[config.mk]
export PLATFORM = sky130hd
export DESIGN_NAME = cs_drive_flat
export DESIGN_NICKNAME = d
export VERILOG_FILES = /design/src/rtl/cs_pkg.sv /design/src/rtl/cs_link_if.sv /design/src/rtl/cs_drive.sv /design/src/flat_wrapper.sv
export SDC_FILE = /design/constraint.sdc
export NUM_CORES = 2
export LEC_CHECK = 0
export BUFFER_PORTS_ARGS = -buffer_cell sky130_fd_sc_hd__buf_4
export CORE_ASPECT_RATIO = 0.75
export CORE_MARGIN = 4
export CORE_UTILIZATION = 40
export DETAILED_ROUTE_END_ITERATION = 8
export HOLD_SLACK_MARGIN = 0.06
export SLEW_MARGIN = 20
export SYNTH_ARGS = -nofsm -noshare
export SYNTH_HDL_FRONTEND = slang
export SYNTH_SLANG_ARGS = --single-unit
[constraint.sdc]
create_clock -name mclk -period 8.3 [get_ports mclk]
set_clock_uncertainty 0.2 [all_clocks]
set_input_delay 0.83 -clock mclk [delete_from_list [all_inputs] [get_ports mclk]]
set_output_delay 0.83 -clock mclk [all_outputs]
set_load 0.01 [all_outputs]
[src/rtl/cs_pkg.sv]
/*
  constants shared by both ends of the cyclic setpoint link.
  assumes a single 200 MHz clock and one object transfer per link cycle.
*/
// Behaviour
// - mode code 8 selects cyclic position
// - mode code 9 selects cyclic velocity
// - no control bit needed to act
// - status bit 8 shows sync state
// - status bit 12 shows target followed
// - status bit 13 flags position following error
// - error window symmetric around demand
// - error only after timeout in milliseconds
// - status bit 11 flags limit exceeded
// - targets held within software limits
// - cycle equals period times ten power index
// - only index -3, one millisecond base
// - host writes fresh target every cycle
// - target absolute, repeats change nothing
// - no ramps, presets followed directly
// - sync starts when state is operational
// - host emits regular sync events
// - host sends targets at sync interval
// - offsets added to set values
// - speed limited, position mode closed-loop only
// - quick-stop brakes per deceleration and option
// - actual values readable per mode
package cs_pkg;
  localparam int unsigned CLK_NS        = 5;
  localparam int unsigned TBASE_NS      = 1000000;
  localparam int unsigned MS_CYCLES_DEF = TBASE_NS / CLK_NS;
  localparam logic [7:0]  MODE_CSP      = 8'h08;
  localparam logic [7:0]  MODE_CSV      = 8'h09;
  localparam logic [7:0]  IDX_MS        = 8'hFD;
  localparam int          SB_SYNC       = 8;
  localparam int          SB_LIMIT      = 11;
  localparam int          SB_FOLLOW     = 12;
  localparam int          SB_FERR       = 13;
  localparam logic [15:0] QS_COAST      = 16'h0000;
  localparam logic [15:0] SYNC_LOSS_MUL = 16'h0002;
  // object codes on the link
  localparam logic [7:0]  OB_MODE   = 8'h00;
  localparam logic [7:0]  OB_TPOS   = 8'h01;
  localparam logic [7:0]  OB_TVEL   = 8'h02;
  localparam logic [7:0]  OB_PMIN   = 8'h03;
  localparam logic [7:0]  OB_PMAX   = 8'h04;
  localparam logic [7:0]  OB_RLIM   = 8'h05;
  localparam logic [7:0]  OB_FEWIN  = 8'h06;
  localparam logic [7:0]  OB_FETO   = 8'h07;
  localparam logic [7:0]  OB_QSDEC  = 8'h08;
  localparam logic [7:0]  OB_QSOPT  = 8'h09;
  localparam logic [7:0]  OB_MAXSPD = 8'h0A;
  localparam logic [7:0]  OB_IPER   = 8'h0B;
  localparam logic [7:0]  OB_IIDX   = 8'h0C;
  localparam logic [7:0]  OB_POFF   = 8'h0D;
  localparam logic [7:0]  OB_VOFF   = 8'h0E;
  localparam logic [7:0]  OB_TOFF   = 8'h0F;
  localparam logic [7:0]  OB_POL    = 8'h10;
  localparam logic [7:0]  OB_STATUS = 8'h20;
  localparam logic [7:0]  OB_APOS   = 8'h21;
  localparam logic [7:0]  OB_AVEL   = 8'h22;
  localparam logic [7:0]  OB_AFE    = 8'h23;
  localparam logic [7:0]  OB_DPOS   = 8'h24;
  // host register byte addresses
  localparam logic [7:0]  A_CTRL    = 8'h00;
  localparam logic [7:0]  A_PERIOD  = 8'h04;
  localparam logic [7:0]  A_TARGET  = 8'h08;
  localparam logic [7:0]  A_OBJCMD  = 8'h0C;
  localparam logic [7:0]  A_OBJDAT  = 8'h10;
  localparam logic [7:0]  A_RDATA   = 8'h14;
  localparam logic [7:0]  A_STAT    = 8'h18;
  localparam int          CMD_RD    = 8;
  localparam logic [1:0]  RESP_OK   = 2'h0;
  localparam logic [1:0]  RESP_ERR  = 2'h2;
endpackage

[src/rtl/cs_link_if.sv]
/*
  fieldbus object link between host and drive.
  assumes both ends share mclk; every strobe lasts one cycle.
*/
`timescale 1ns/1ps
`default_nettype none
interface cs_link_if;
  logic        wr;
  logic        rd;
  logic [7:0]  idx;
  logic [31:0] wdata;
  logic        sync;
  logic        nmt_op;
  logic        rack;
  logic [31:0] rdata;
  modport dev  (input wr, rd, idx, wdata, sync, nmt_op, output rack, rdata);
  modport host (output wr, rd, idx, wdata, sync, nmt_op, input rack, rdata);
endinterface
`default_nettype wire

[src/rtl/cs_drive.sv]
/*
  drive end: cyclic synchronous position and velocity setpoint logic.
  assumes the host keeps one link transfer per cycle; act_pos/act_vel
  come from the encoder path synchronous to mclk.
*/
// Implementation choices: the AXI4-Lite interface to the registers and the placing of the registers.
`timescale 1ns/1ps
`default_nettype none
module cs_drive import cs_pkg::*; #(
  parameter int unsigned MS_CYCLES = MS_CYCLES_DEF
) (
  input  wire logic               mclk,
  input  wire logic               rstn,
  input  wire logic               ce,
  cs_link_if.dev                  lk,
  input  wire logic signed [31:0] act_pos,
  input  wire logic signed [31:0] act_vel,
  input  wire logic               closed_loop,
  input  wire logic               drive_en,
  input  wire logic               quick_stop,
  output logic signed [31:0]      dem_pos,
  output logic signed [31:0]      dem_vel,
  output logic signed [31:0]      trq_off,
  output logic                    power_on,
  output logic [15:0]             status
);
  typedef logic signed [31:0] s32_t;

  function automatic s32_t clamp(input s32_t v, input s32_t lo, input s32_t hi);
    clamp = (v > hi) ? hi : ((v < lo) ? lo : v);
  endfunction

  logic [7:0]  mode_r, mode_nxt, iidx_r, iidx_nxt;
  s32_t        tpos_r, tpos_nxt, tvel_r, tvel_nxt, pmin_r, pmin_nxt, pmax_r, pmax_nxt;
  s32_t        fewin_r, fewin_nxt, qsdec_r, qsdec_nxt, maxspd_r, maxspd_nxt;
  s32_t        poff_r, poff_nxt, voff_r, voff_nxt, dpos_r, dpos_nxt, dvel_r, dvel_nxt;
  s32_t        toff_r, toff_nxt, rdata_r, rdata_nxt;
  logic [15:0] feto_r, feto_nxt, qsopt_r, qsopt_nxt, iper_r, iper_nxt;
  logic [15:0] cyc_r, cyc_nxt, age_r, age_nxt, fecnt_r, fecnt_nxt, stat_r, stat_nxt;
  logic [31:0] ms_r, ms_nxt;
  logic        rlim_r, rlim_nxt, pol_r, pol_nxt, insync_r, insync_nxt;
  logic        fe_r, fe_nxt, lim_r, lim_nxt, rack_r, rack_nxt, pwr_r, pwr_nxt;

  logic        ms_tick, cyc_tick, pos_mode, vel_mode, follow, outside, upd;
  s32_t        praw, vraw, ferr, vlim;

  always_comb begin
    mode_nxt   = mode_r;
    iidx_nxt   = iidx_r;
    tpos_nxt   = tpos_r;
    tvel_nxt   = tvel_r;
    pmin_nxt   = pmin_r;
    pmax_nxt   = pmax_r;
    rlim_nxt   = rlim_r;
    fewin_nxt  = fewin_r;
    feto_nxt   = feto_r;
    qsdec_nxt  = qsdec_r;
    qsopt_nxt  = qsopt_r;
    maxspd_nxt = maxspd_r;
    iper_nxt   = iper_r;
    poff_nxt   = poff_r;
    voff_nxt   = voff_r;
    toff_nxt   = toff_r;
    pol_nxt    = pol_r;
    // link writes: a repeated target just overwrites, so repeats are harmless
    if (lk.wr) begin
      unique case (lk.idx)
        OB_MODE:   mode_nxt   = lk.wdata[7:0];
        OB_TPOS:   tpos_nxt   = lk.wdata;
        OB_TVEL:   tvel_nxt   = lk.wdata;
        OB_PMIN:   pmin_nxt   = lk.wdata;
        OB_PMAX:   pmax_nxt   = lk.wdata;
        OB_RLIM:   rlim_nxt   = lk.wdata[0];
        OB_FEWIN:  fewin_nxt  = lk.wdata;
        OB_FETO:   feto_nxt   = lk.wdata[15:0];
        OB_QSDEC:  qsdec_nxt  = lk.wdata;
        OB_QSOPT:  qsopt_nxt  = lk.wdata[15:0];
        OB_MAXSPD: maxspd_nxt = lk.wdata;
        OB_IPER:   iper_nxt   = lk.wdata[15:0];
        OB_IIDX:   if (lk.wdata[7:0] == IDX_MS) iidx_nxt = lk.wdata[7:0];
        OB_POFF:   poff_nxt   = lk.wdata;
        OB_VOFF:   voff_nxt   = lk.wdata;
        OB_TOFF:   toff_nxt   = lk.wdata;
        OB_POL:    pol_nxt    = lk.wdata[0];
        default:   ;
      endcase
    end
  end

  always_comb begin
    pos_mode = (mode_r == MODE_CSP);
    vel_mode = (mode_r == MODE_CSV);
    // only the 1 ms base is accepted, so period counts milliseconds
    ms_tick  = (ms_r == MS_CYCLES - 1);
    cyc_tick = ms_tick && (cyc_r + 16'h0001 >= iper_r);
    // no controlword bit gates following: enable, valid mode, operational state and no quick stop suffice
    follow   = (pos_mode || vel_mode) && drive_en && lk.nmt_op && !quick_stop;
    upd      = follow && (insync_r ? lk.sync : cyc_tick);
    praw     = tpos_r + poff_r;
    vraw     = tvel_r + voff_r;
    ferr     = dpos_r - act_pos;
    outside  = (ferr > fewin_r) || (ferr < -fewin_r);
    vlim     = clamp(vraw, -maxspd_r, maxspd_r);
    if (pos_mode && !closed_loop) vlim = vraw;
    if (pol_r) vlim = -vlim;

    ms_nxt  = ms_tick ? 32'h0000_0000 : ms_r + 32'h0000_0001;
    cyc_nxt = cyc_tick ? 16'h0000 : (ms_tick ? cyc_r + 16'h0001 : cyc_r);

    // sync tracking runs only in operational state; lost after two silent cycles
    insync_nxt = insync_r;
    age_nxt    = age_r;
    if (!lk.nmt_op) begin
      insync_nxt = 1'b0;
      age_nxt    = 16'h0000;
    end else if (lk.sync) begin
      insync_nxt = 1'b1;
      age_nxt    = 16'h0000;
    end else if (ms_tick) begin
      age_nxt = (age_r == 16'hFFFF) ? age_r : age_r + 16'h0001;
      if (age_r >= iper_r * SYNC_LOSS_MUL) insync_nxt = 1'b0;
    end

    // demands jump straight to the preset; only quick stop ramps dem_vel down by qsdec_r per ms
    dpos_nxt = dpos_r;
    dvel_nxt = dvel_r;
    lim_nxt  = lim_r;
    pwr_nxt  = pwr_r;
    if (quick_stop) begin
      pwr_nxt = (qsopt_r != QS_COAST);
      if (ms_tick) begin
        if (dvel_r > qsdec_r)       dvel_nxt = dvel_r - qsdec_r;
        else if (dvel_r < -qsdec_r) dvel_nxt = dvel_r + qsdec_r;
        else                        dvel_nxt = 32'sh0000_0000;
      end
    end else begin
      pwr_nxt = drive_en;
      if (upd) begin
        if (pos_mode) begin
          lim_nxt  = (praw > pmax_r) || (praw < pmin_r);
          dpos_nxt = rlim_r ? clamp(praw, pmin_r, pmax_r) : praw;
          dvel_nxt = vlim;
        end else begin
          lim_nxt  = 1'b0;
          dvel_nxt = vlim;
        end
      end
    end

    // following-error timer counts whole milliseconds spent outside
    fecnt_nxt = fecnt_r;
    fe_nxt    = fe_r;
    if (!pos_mode || !outside) begin
      fecnt_nxt = 16'h0000;
      fe_nxt    = 1'b0;
    end else if (ms_tick) begin
      if (fecnt_r > feto_r) fe_nxt = 1'b1;
      else fecnt_nxt = fecnt_r + 16'h0001;
    end

    stat_nxt            = 16'h0000;
    stat_nxt[SB_SYNC]   = insync_nxt;
    stat_nxt[SB_LIMIT]  = lim_nxt && pos_mode;
    stat_nxt[SB_FOLLOW] = follow;
    stat_nxt[SB_FERR]   = fe_nxt && pos_mode;

    rack_nxt  = lk.rd;
    rdata_nxt = 32'h0000_0000;
    if (lk.rd) begin
      unique case (lk.idx)
        OB_STATUS: rdata_nxt = {16'h0000, stat_r};
        OB_APOS:   rdata_nxt = pos_mode ? act_pos : 32'sh0000_0000;
        OB_AVEL:   rdata_nxt = act_vel;
        OB_AFE:    rdata_nxt = pos_mode ? ferr : 32'sh0000_0000;
        OB_POL:    rdata_nxt = {31'h0000_0000, pol_r};
        OB_DPOS:   rdata_nxt = dpos_r;
        OB_MODE:   rdata_nxt = {24'h00_0000, mode_r};
        OB_IIDX:   rdata_nxt = {{24{iidx_r[7]}}, iidx_r};
        OB_IPER:   rdata_nxt = {16'h0000, iper_r};
        default:   rdata_nxt = 32'h0000_0000;
      endcase
    end
  end

  always_ff @(posedge mclk or negedge rstn) begin
    if (!rstn) begin
      mode_r <= 8'h00;  iidx_r <= IDX_MS;  tpos_r <= 32'sh0;  tvel_r <= 32'sh0;
      pmin_r <= 32'sh8000_0000;  pmax_r <= 32'sh7FFF_FFFF;  rlim_r <= 1'b1;
      fewin_r <= 32'sh0000_0100;  feto_r <= 16'h0064;  qsdec_r <= 32'sh0000_0001;
      qsopt_r <= 16'h0001;  maxspd_r <= 32'sh7FFF_FFFF;  iper_r <= 16'h0001;
      poff_r <= 32'sh0;  voff_r <= 32'sh0;  toff_r <= 32'sh0;  pol_r <= 1'b0;
      ms_r <= 32'h0;  cyc_r <= 16'h0;  age_r <= 16'h0;  insync_r <= 1'b0;
      dpos_r <= 32'sh0;  dvel_r <= 32'sh0;  lim_r <= 1'b0;  pwr_r <= 1'b0;
      fecnt_r <= 16'h0;  fe_r <= 1'b0;  stat_r <= 16'h0;  rack_r <= 1'b0;
      rdata_r <= 32'sh0;
    end else if (ce) begin
      mode_r <= mode_nxt;  iidx_r <= iidx_nxt;  tpos_r <= tpos_nxt;  tvel_r <= tvel_nxt;
      pmin_r <= pmin_nxt;  pmax_r <= pmax_nxt;  rlim_r <= rlim_nxt;
      fewin_r <= fewin_nxt;  feto_r <= feto_nxt;  qsdec_r <= qsdec_nxt;
      qsopt_r <= qsopt_nxt;  maxspd_r <= maxspd_nxt;  iper_r <= iper_nxt;
      poff_r <= poff_nxt;  voff_r <= voff_nxt;  toff_r <= toff_nxt;  pol_r <= pol_nxt;
      ms_r <= ms_nxt;  cyc_r <= cyc_nxt;  age_r <= age_nxt;  insync_r <= insync_nxt;
      dpos_r <= dpos_nxt;  dvel_r <= dvel_nxt;  lim_r <= lim_nxt;  pwr_r <= pwr_nxt;
      fecnt_r <= fecnt_nxt;  fe_r <= fe_nxt;  stat_r <= stat_nxt;  rack_r <= rack_nxt;
      rdata_r <= rdata_nxt;
    end
  end

  assign dem_pos  = dpos_r;
  assign dem_vel  = dvel_r;
  assign trq_off  = toff_r;
  assign power_on = pwr_r;
  assign status   = stat_r;
  assign lk.rack  = rack_r;
  assign lk.rdata = rdata_r;
endmodule
`default_nettype wire

[src/flat_wrapper.sv]
// flat-port wrapper written by rule: the top's interface ports become plain ports
module cs_drive_flat import cs_pkg::*;
#(
  parameter int unsigned MS_CYCLES = MS_CYCLES_DEF
)
  (mclk, rstn, ce, act_pos, act_vel, closed_loop, drive_en, quick_stop, dem_pos, dem_vel, trq_off, power_on, status, lk_wr, lk_rd, lk_idx, lk_wdata, lk_sync, lk_nmt_op, lk_rack, lk_rdata);
  cs_link_if lk_i ();
  input  wire logic mclk;
  input  wire logic rstn;
  input  wire logic ce;
  input  wire logic signed [31:0] act_pos;
  input  wire logic signed [31:0] act_vel;
  input  wire logic closed_loop;
  input  wire logic drive_en;
  input  wire logic quick_stop;
  output logic signed [31:0] dem_pos;
  output logic signed [31:0] dem_vel;
  output logic signed [31:0] trq_off;
  output logic power_on;
  output logic [15:0] status;
  input wire logic [$bits(lk_i.wr)-1:0] lk_wr;
  input wire logic [$bits(lk_i.rd)-1:0] lk_rd;
  input wire logic [$bits(lk_i.idx)-1:0] lk_idx;
  input wire logic [$bits(lk_i.wdata)-1:0] lk_wdata;
  input wire logic [$bits(lk_i.sync)-1:0] lk_sync;
  input wire logic [$bits(lk_i.nmt_op)-1:0] lk_nmt_op;
  output wire logic [$bits(lk_i.rack)-1:0] lk_rack;
  output wire logic [$bits(lk_i.rdata)-1:0] lk_rdata;
  assign lk_i.wr = lk_wr;
  assign lk_i.rd = lk_rd;
  assign lk_i.idx = lk_idx;
  assign lk_i.wdata = lk_wdata;
  assign lk_i.sync = lk_sync;
  assign lk_i.nmt_op = lk_nmt_op;
  assign lk_rack = lk_i.rack;
  assign lk_rdata = lk_i.rdata;
  cs_drive #(.MS_CYCLES(MS_CYCLES)) u_core (.mclk(mclk), .rstn(rstn), .ce(ce), .lk(lk_i), .act_pos(act_pos), .act_vel(act_vel), .closed_loop(closed_loop), .drive_en(drive_en), .quick_stop(quick_stop), .dem_pos(dem_pos), .dem_vel(dem_vel), .trq_off(trq_off), .power_on(power_on), .status(status));
endmodule
After elaboration in Yosys (flattened, before gate mapping)
Index checks and enable logic that the tools add are counted.

Add/subtract/negate cells: 13. Order comparisons: 11. Equality and inequality tests: 30. Muxes and demuxes: 38. Bitwise operators: 1. Reduce and logical (&&, ||, !) cells: 43.

Operator list (number): 2-to-1 mux 32 bit (16); case mux 32 bit (9 select lines) (1); 2-to-1 mux 16 bit (9); > comparator 32 bit (4); < comparator 32 bit (4); negation 32 bit (4); adder 32 bit (3); equality test 8 x 4 -> 1 bit, second input constant (10); subtractor 32 bit (2); AND reduction 3 bit (19); adder 16 x 1 -> 16 bit, second input constant (3); equality test 8 x 6 -> 1 bit, second input constant (5); adder 32 x 1 -> 32 bit, second input constant (1); equality test 32 x 18 -> 1 bit, second input constant (1); equality test 8 x 3 -> 1 bit, second input constant (4); >= comparator 16 bit (2); equality test 16 bit, second input constant (1); equality test 8 x 2 -> 1 bit, second input constant (2); > comparator 16 bit (1); nonzero test 16 bit (1); 2-to-1 mux 1 bit (12); equality test 8 x 1 -> 1 bit, second input constant (1); equality test 8 x 5 -> 1 bit, second input constant (1); equality test 8 bit, second input constant (1); other kinds (11) (28).

Register bits: 571. Output and inout bits: 146.

Longest topological paths before layout
Word-level depth: 9. Mapped depth: 35.

Least setup slack after synthesis
Ideal clock, no wire load.

Path kind: register to register. Start: register u_core.voff_r[11]. End: register u_core.dvel_r[30] (netlist: u_core.dem_vel[30]). Setup time: 0.124 ns. Data arrival time: 6.610 ns. Path slack: 1.366 ns. Cell stages (with the launch flop): 33. Period minus slack after synthesis: 6.934 ns. Path through: dfrtp_1 > ha_1 > and4_1 > and4_1 > nand4_2 > a211oi_2 > o21ai_0 > a21oi_1 > o21ai_0 > a21oi_1 > o21a_1 > nor2_1 > xnor2_1 > inv_1 > ha_1 > clkbuf_1 > nand4_1 > or2_1 > clkbuf_1 > nor3_1 > inv_1 > a2111oi_0 > a211oi_2 > nand3_1 > buf_2 > nand2_1 > o221ai_1 > nand4_1 > or4_1 > and3b_1 > a41oi_1 > xnor2_1 > a211o_1.

Longest elaborated chain between the ends: 9. Elaborated cells on any way between the ends: 10. Those cells by class: 2 x add/sub; 2 x order compare; 6 x mux.

RTL lines: from (decl) (RTL line cs_drive.sv:36) `s32_t poff_r, poff_nxt, voff_r, voff_nxt, dpos_r, dpos_nxt, dvel_r, dvel_nxt;`; from (signal assigned) (RTL line cs_drive.sv:201) `poff_r <= poff_nxt; voff_r <= voff_nxt; toff_r <= toff_nxt; pol_r <= pol_nxt;`; adder 32 bit * (RTL line cs_drive.sv:100) `vraw = tvel_r + voff_r;`; < comparator 32 bit (RTL line cs_drive.sv:30) `clamp = (v > hi) ? hi : ((v < lo) ? lo : v);`; 2-to-1 mux 32 bit (2 in series) (RTL line cs_drive.sv:30); 2-to-1 mux 32 bit * (RTL line cs_drive.sv:104) `if (pos_mode && !closed_loop) vlim = vraw;`; negation 32 bit (RTL line cs_drive.sv:105) `if (pol_r) vlim = -vlim;`; 2-to-1 mux 32 bit * (RTL line cs_drive.sv:105); 2-to-1 mux 32 bit * (RTL line cs_drive.sv:138) `if (upd) begin`; 2-to-1 mux 32 bit * (RTL line cs_drive.sv:129) `if (quick_stop) begin`; to (signal assigned) (RTL line cs_drive.sv:203) `dpos_r <= dpos_nxt; dvel_r <= dvel_nxt; lim_r <= lim_nxt; pwr_r <= pwr_nxt;`; to (decl) (RTL line cs_drive.sv:36).

Mark *: on every way between the ends. The rest lies on a longest branch, timed or not. The select of a mux whose other input is x is not followed. A chain may end at the register's enable or synchronous reset.

Final worst setup path
Start: register u_core.voff_r[0]. End: register u_core.dvel_r[30] (netlist: u_core.dem_vel[30]).

The elaborated chain is that of the path after synthesis.

==> results_dict.tcl <==
set metrics [dict create \
    status "completed" \
    start_util_pct 40.31 \
    fmax_mhz 128.6 \
    final_util_pct 45.64 \
    nNetsFinal 5349 \
    hpwl_mm 106.8 \
    groute.usage.overall_pct 25.22 \
    wl_per_cell_um 22.88 \
    ys_ff_latch 570 \
    die_w_um 380.2 \
    clockBufferDepth 3 \
    timing.final.crit_period_ps 7775 \
    cts_root_buffer "clkbuf_16" \
    post-place-ws_ps 520.9 \
    synth_ff_type "dfrtp_1" \
    holdWs_ps 258.7 \
    drv_slew 0 \
    num_antenna_cells 0 \
    leakagePower_uw 0.02305 \
    cts_tree "yes" \
    synth_cells 4622 \
    synth_cell_types 100 \
    synth.most_common_cell "dfrtp_1" \
    die_h_um 287.2 \
    drt_iter0_markers 3259 \
    worstHoldPathType "input pin to flip-flop" \
    fin_area_mm2 0.04706 \
    clkSinkCount 570 \
    p_per_area_mw_per_mm2 163.4 \
    antenna_left 0 \
    dr.pass1.iters 8 \
    synth_top_area_share_pct 29.62 \
    drc 0 \
    avgSynthCellArea_um2 8.994 \
    critPathSlowestCell "or4_1" \
    critPathKind "flip-flop to flip-flop" \
    area_growth_syn_to_layout_pct 13.21 \
    synth_edf_count 0 \
    place_area_mm2 0.04498 \
    async_flop_share_pct 100.0 \
    viasPerCell 5.817 \
    worst_pin_slew_ps 1104 \
    insertion_delay_ps 650 \
    regArea_mm2 0.01436 \
    row_count 102 \
    peakVddDrop_mv 0.1792 \
    grt_antenna_before_repair 11 \
    setup_violations 0 \
    cp.required_ps 8640 \
    fillers 9979 \
    multiInputGateArea_mm2 0.02532 \
    synth_area_mm2 0.04157 \
    portBuffers 247 \
    critical_path.top_delay_family "compound AO/OA/AOI/OAI gates" \
    overflow 0 \
    clk_pin_slew_ps 70 \
    critPathMaxStageDelay_ps 630 \
    cts_inserted_buffers 59 \
    synth_common_cells "dfrtp_1 (492), nand2_1 (454), ha_1 (430)" \
    worstSetupStartpointType "flip-flop" \
    gp_congestion 1.000 \
    grt_pass1_vias 34030 \
    maxCapViolCount 0 \
    ios 260 \
    die_area_mm2 0.1092 \
    synth_seq_area_share_pct 34.55 \
    grt_max_degree 143 \
    end_kind "flip-flop" \
    yosysTopAreaCell "dfrtp_1" \
    fin_crit_sh_pct 93.67 \
    yosys_warnings 0 \
    drive_gt1_share_pct 17.19 \
    power_uw 7688 \
    worstPathMaxFanout 11 \
    core_area_mm2 0.1031 \
    routed_wl_mm 141.9 \
    final_hold_viol_count 0 \
    cts_setup_buffers 0 \
    worst-path-buf-inv 3 \
    relSlewSlack_pct 25.82 \
    grt_first_pass_wirelength_mm 214.9 \
    setup_ws_ps 525.2 \
    cp.arrival_ps 8110 \
    htree_levels 2 \
    num_vias 36080 \
    yosys-top-cells-area "dfrtp_1 (30%), ha_1 (13%), mux2_2 (7.0%)" \
]
-- kinds of logic (layout without fill, tap and decap cells) --
kind of cell	count (synthesis)	count (layout)	share of synthesized area, %
xor gates and xnor gates	240	240	5.057
other	1	12	0.009021
muxes	271	271	7.305
adders and majority gates	435	435	13.18
AOI/OAI and AO/OA	1271	1271	19.80
and+or+nand+nor	1300	1300	15.14
buffers and inverters	534	752	4.963
DFF	570	570	34.55
-- path summary, 6_finish.rpt --
path | startpoint | to | slack, ps | cells after the start
hold / removal | lk_rd | u_core.lk.rack$_DFFE_PN0P_ | 260 | 2
setup / recovery | u_core.voff_r[0]$_DFFE_PN0P_ | u_core.dem_vel[30]$_DFFE_PN0P_ | 530 | 29
max in group asynchronous | rstn | u_core.ms_r[18]$_DFFE_PN0P_ | 5490 | 4
hold reg to reg | u_core.ms_r[31]$_DFFE_PN0P_ | u_core.ms_r[31]$_DFFE_PN0P_ | 280 | 1
setup reg to reg | u_core.voff_r[0]$_DFFE_PN0P_ | u_core.dem_vel[30]$_DFFE_PN0P_ | 530 | 29
min in group asynchronous | rstn | u_core.qsdec_r[22]$_DFFE_PN0P_ | 590 | 2
-- per-stage QoR --
step	cells	TNS [ps]
final	6203	0
after global routing	6203	-35.71
after CTS	6203	0
after detailed placement	6090	0
after global placement	6090	0
after floorplan	4633	0
-- cell type report --
| cell class | instances | area share [%] |
|---|---|---|
| Sequential cell | 570 | 30.52 |
| Timing Repair Buffer | 322 | 5.211 |
| Clock inverter | 31 | 0.7524 |
| Inverter | 318 | 2.536 |
| Multi-Input combinational cell | 3529 | 53.80 |
| Clock buffer | 81 | 3.589 |
| Tap cell | 1352 | 3.594 |
-- power breakdown --
| group | leakage, uW | internal (uW) | switching (uW) | total (uW) |
|---|---|---|---|---|
| Clock | 0.00101 | 1620 | 1220 | 2840 |
| Sequential | 0.00719 | 2870 | 72.7 | 2940 |
| Combinational | 0.0149 | 677 | 1220 | 1900 |
| Total | 0.0231 | 5170 | 2520 | 7690 |
-- cells in the final DEF, fill, tap and decap left out, types with 13 or more instances in the layout --
cell type	n
o22ai_1	54
nand2_1	454
a211oi_1	20
nor2b_1	49
o31ai_1	32
inv_1	312
or3_1	33
dfstp_2	78
clkbuf_8	13
o2bb2ai_1	34
o221ai_1	20
xnor2_1	185
o311ai_0	15
nor3_1	92
ha_1	430
a21o_1	110
o21ai_0	353
a21oi_1	272
buf_4	318
o21bai_1	26
mux2_2	258
a221o_1	27
nor2_1	247
nand4_1	74
xor2_1	55
o21ai_1	21
a31oi_1	22
o211ai_1	36
dfrtp_1	492
and3_1	32
nand3_1	102
o21a_1	56
or2_2	22
and2_1	16
a221oi_1	23
clkbuf_16	59
nand2b_1	58
nor4_1	43
a22oi_1	39
-- layer usage --
layer,up-vias,global-route usage (%),wire length [um]
met1,17590,38.25,68330
met5,-,0,0
met3,163,4.341,10870
met4,0,5.230,2956
met2,1282,37.49,59760
li1,17050,-,-
-- repair_timing --
action                                 4_1_cts  5_1_grt
setup endpoints to repair                    0       10
hold buffers                                 1        0
resized for setup                            0        8
endpoints found under the hold margin       63        0
No activity file was read; power rests on OpenSTA's default activity.
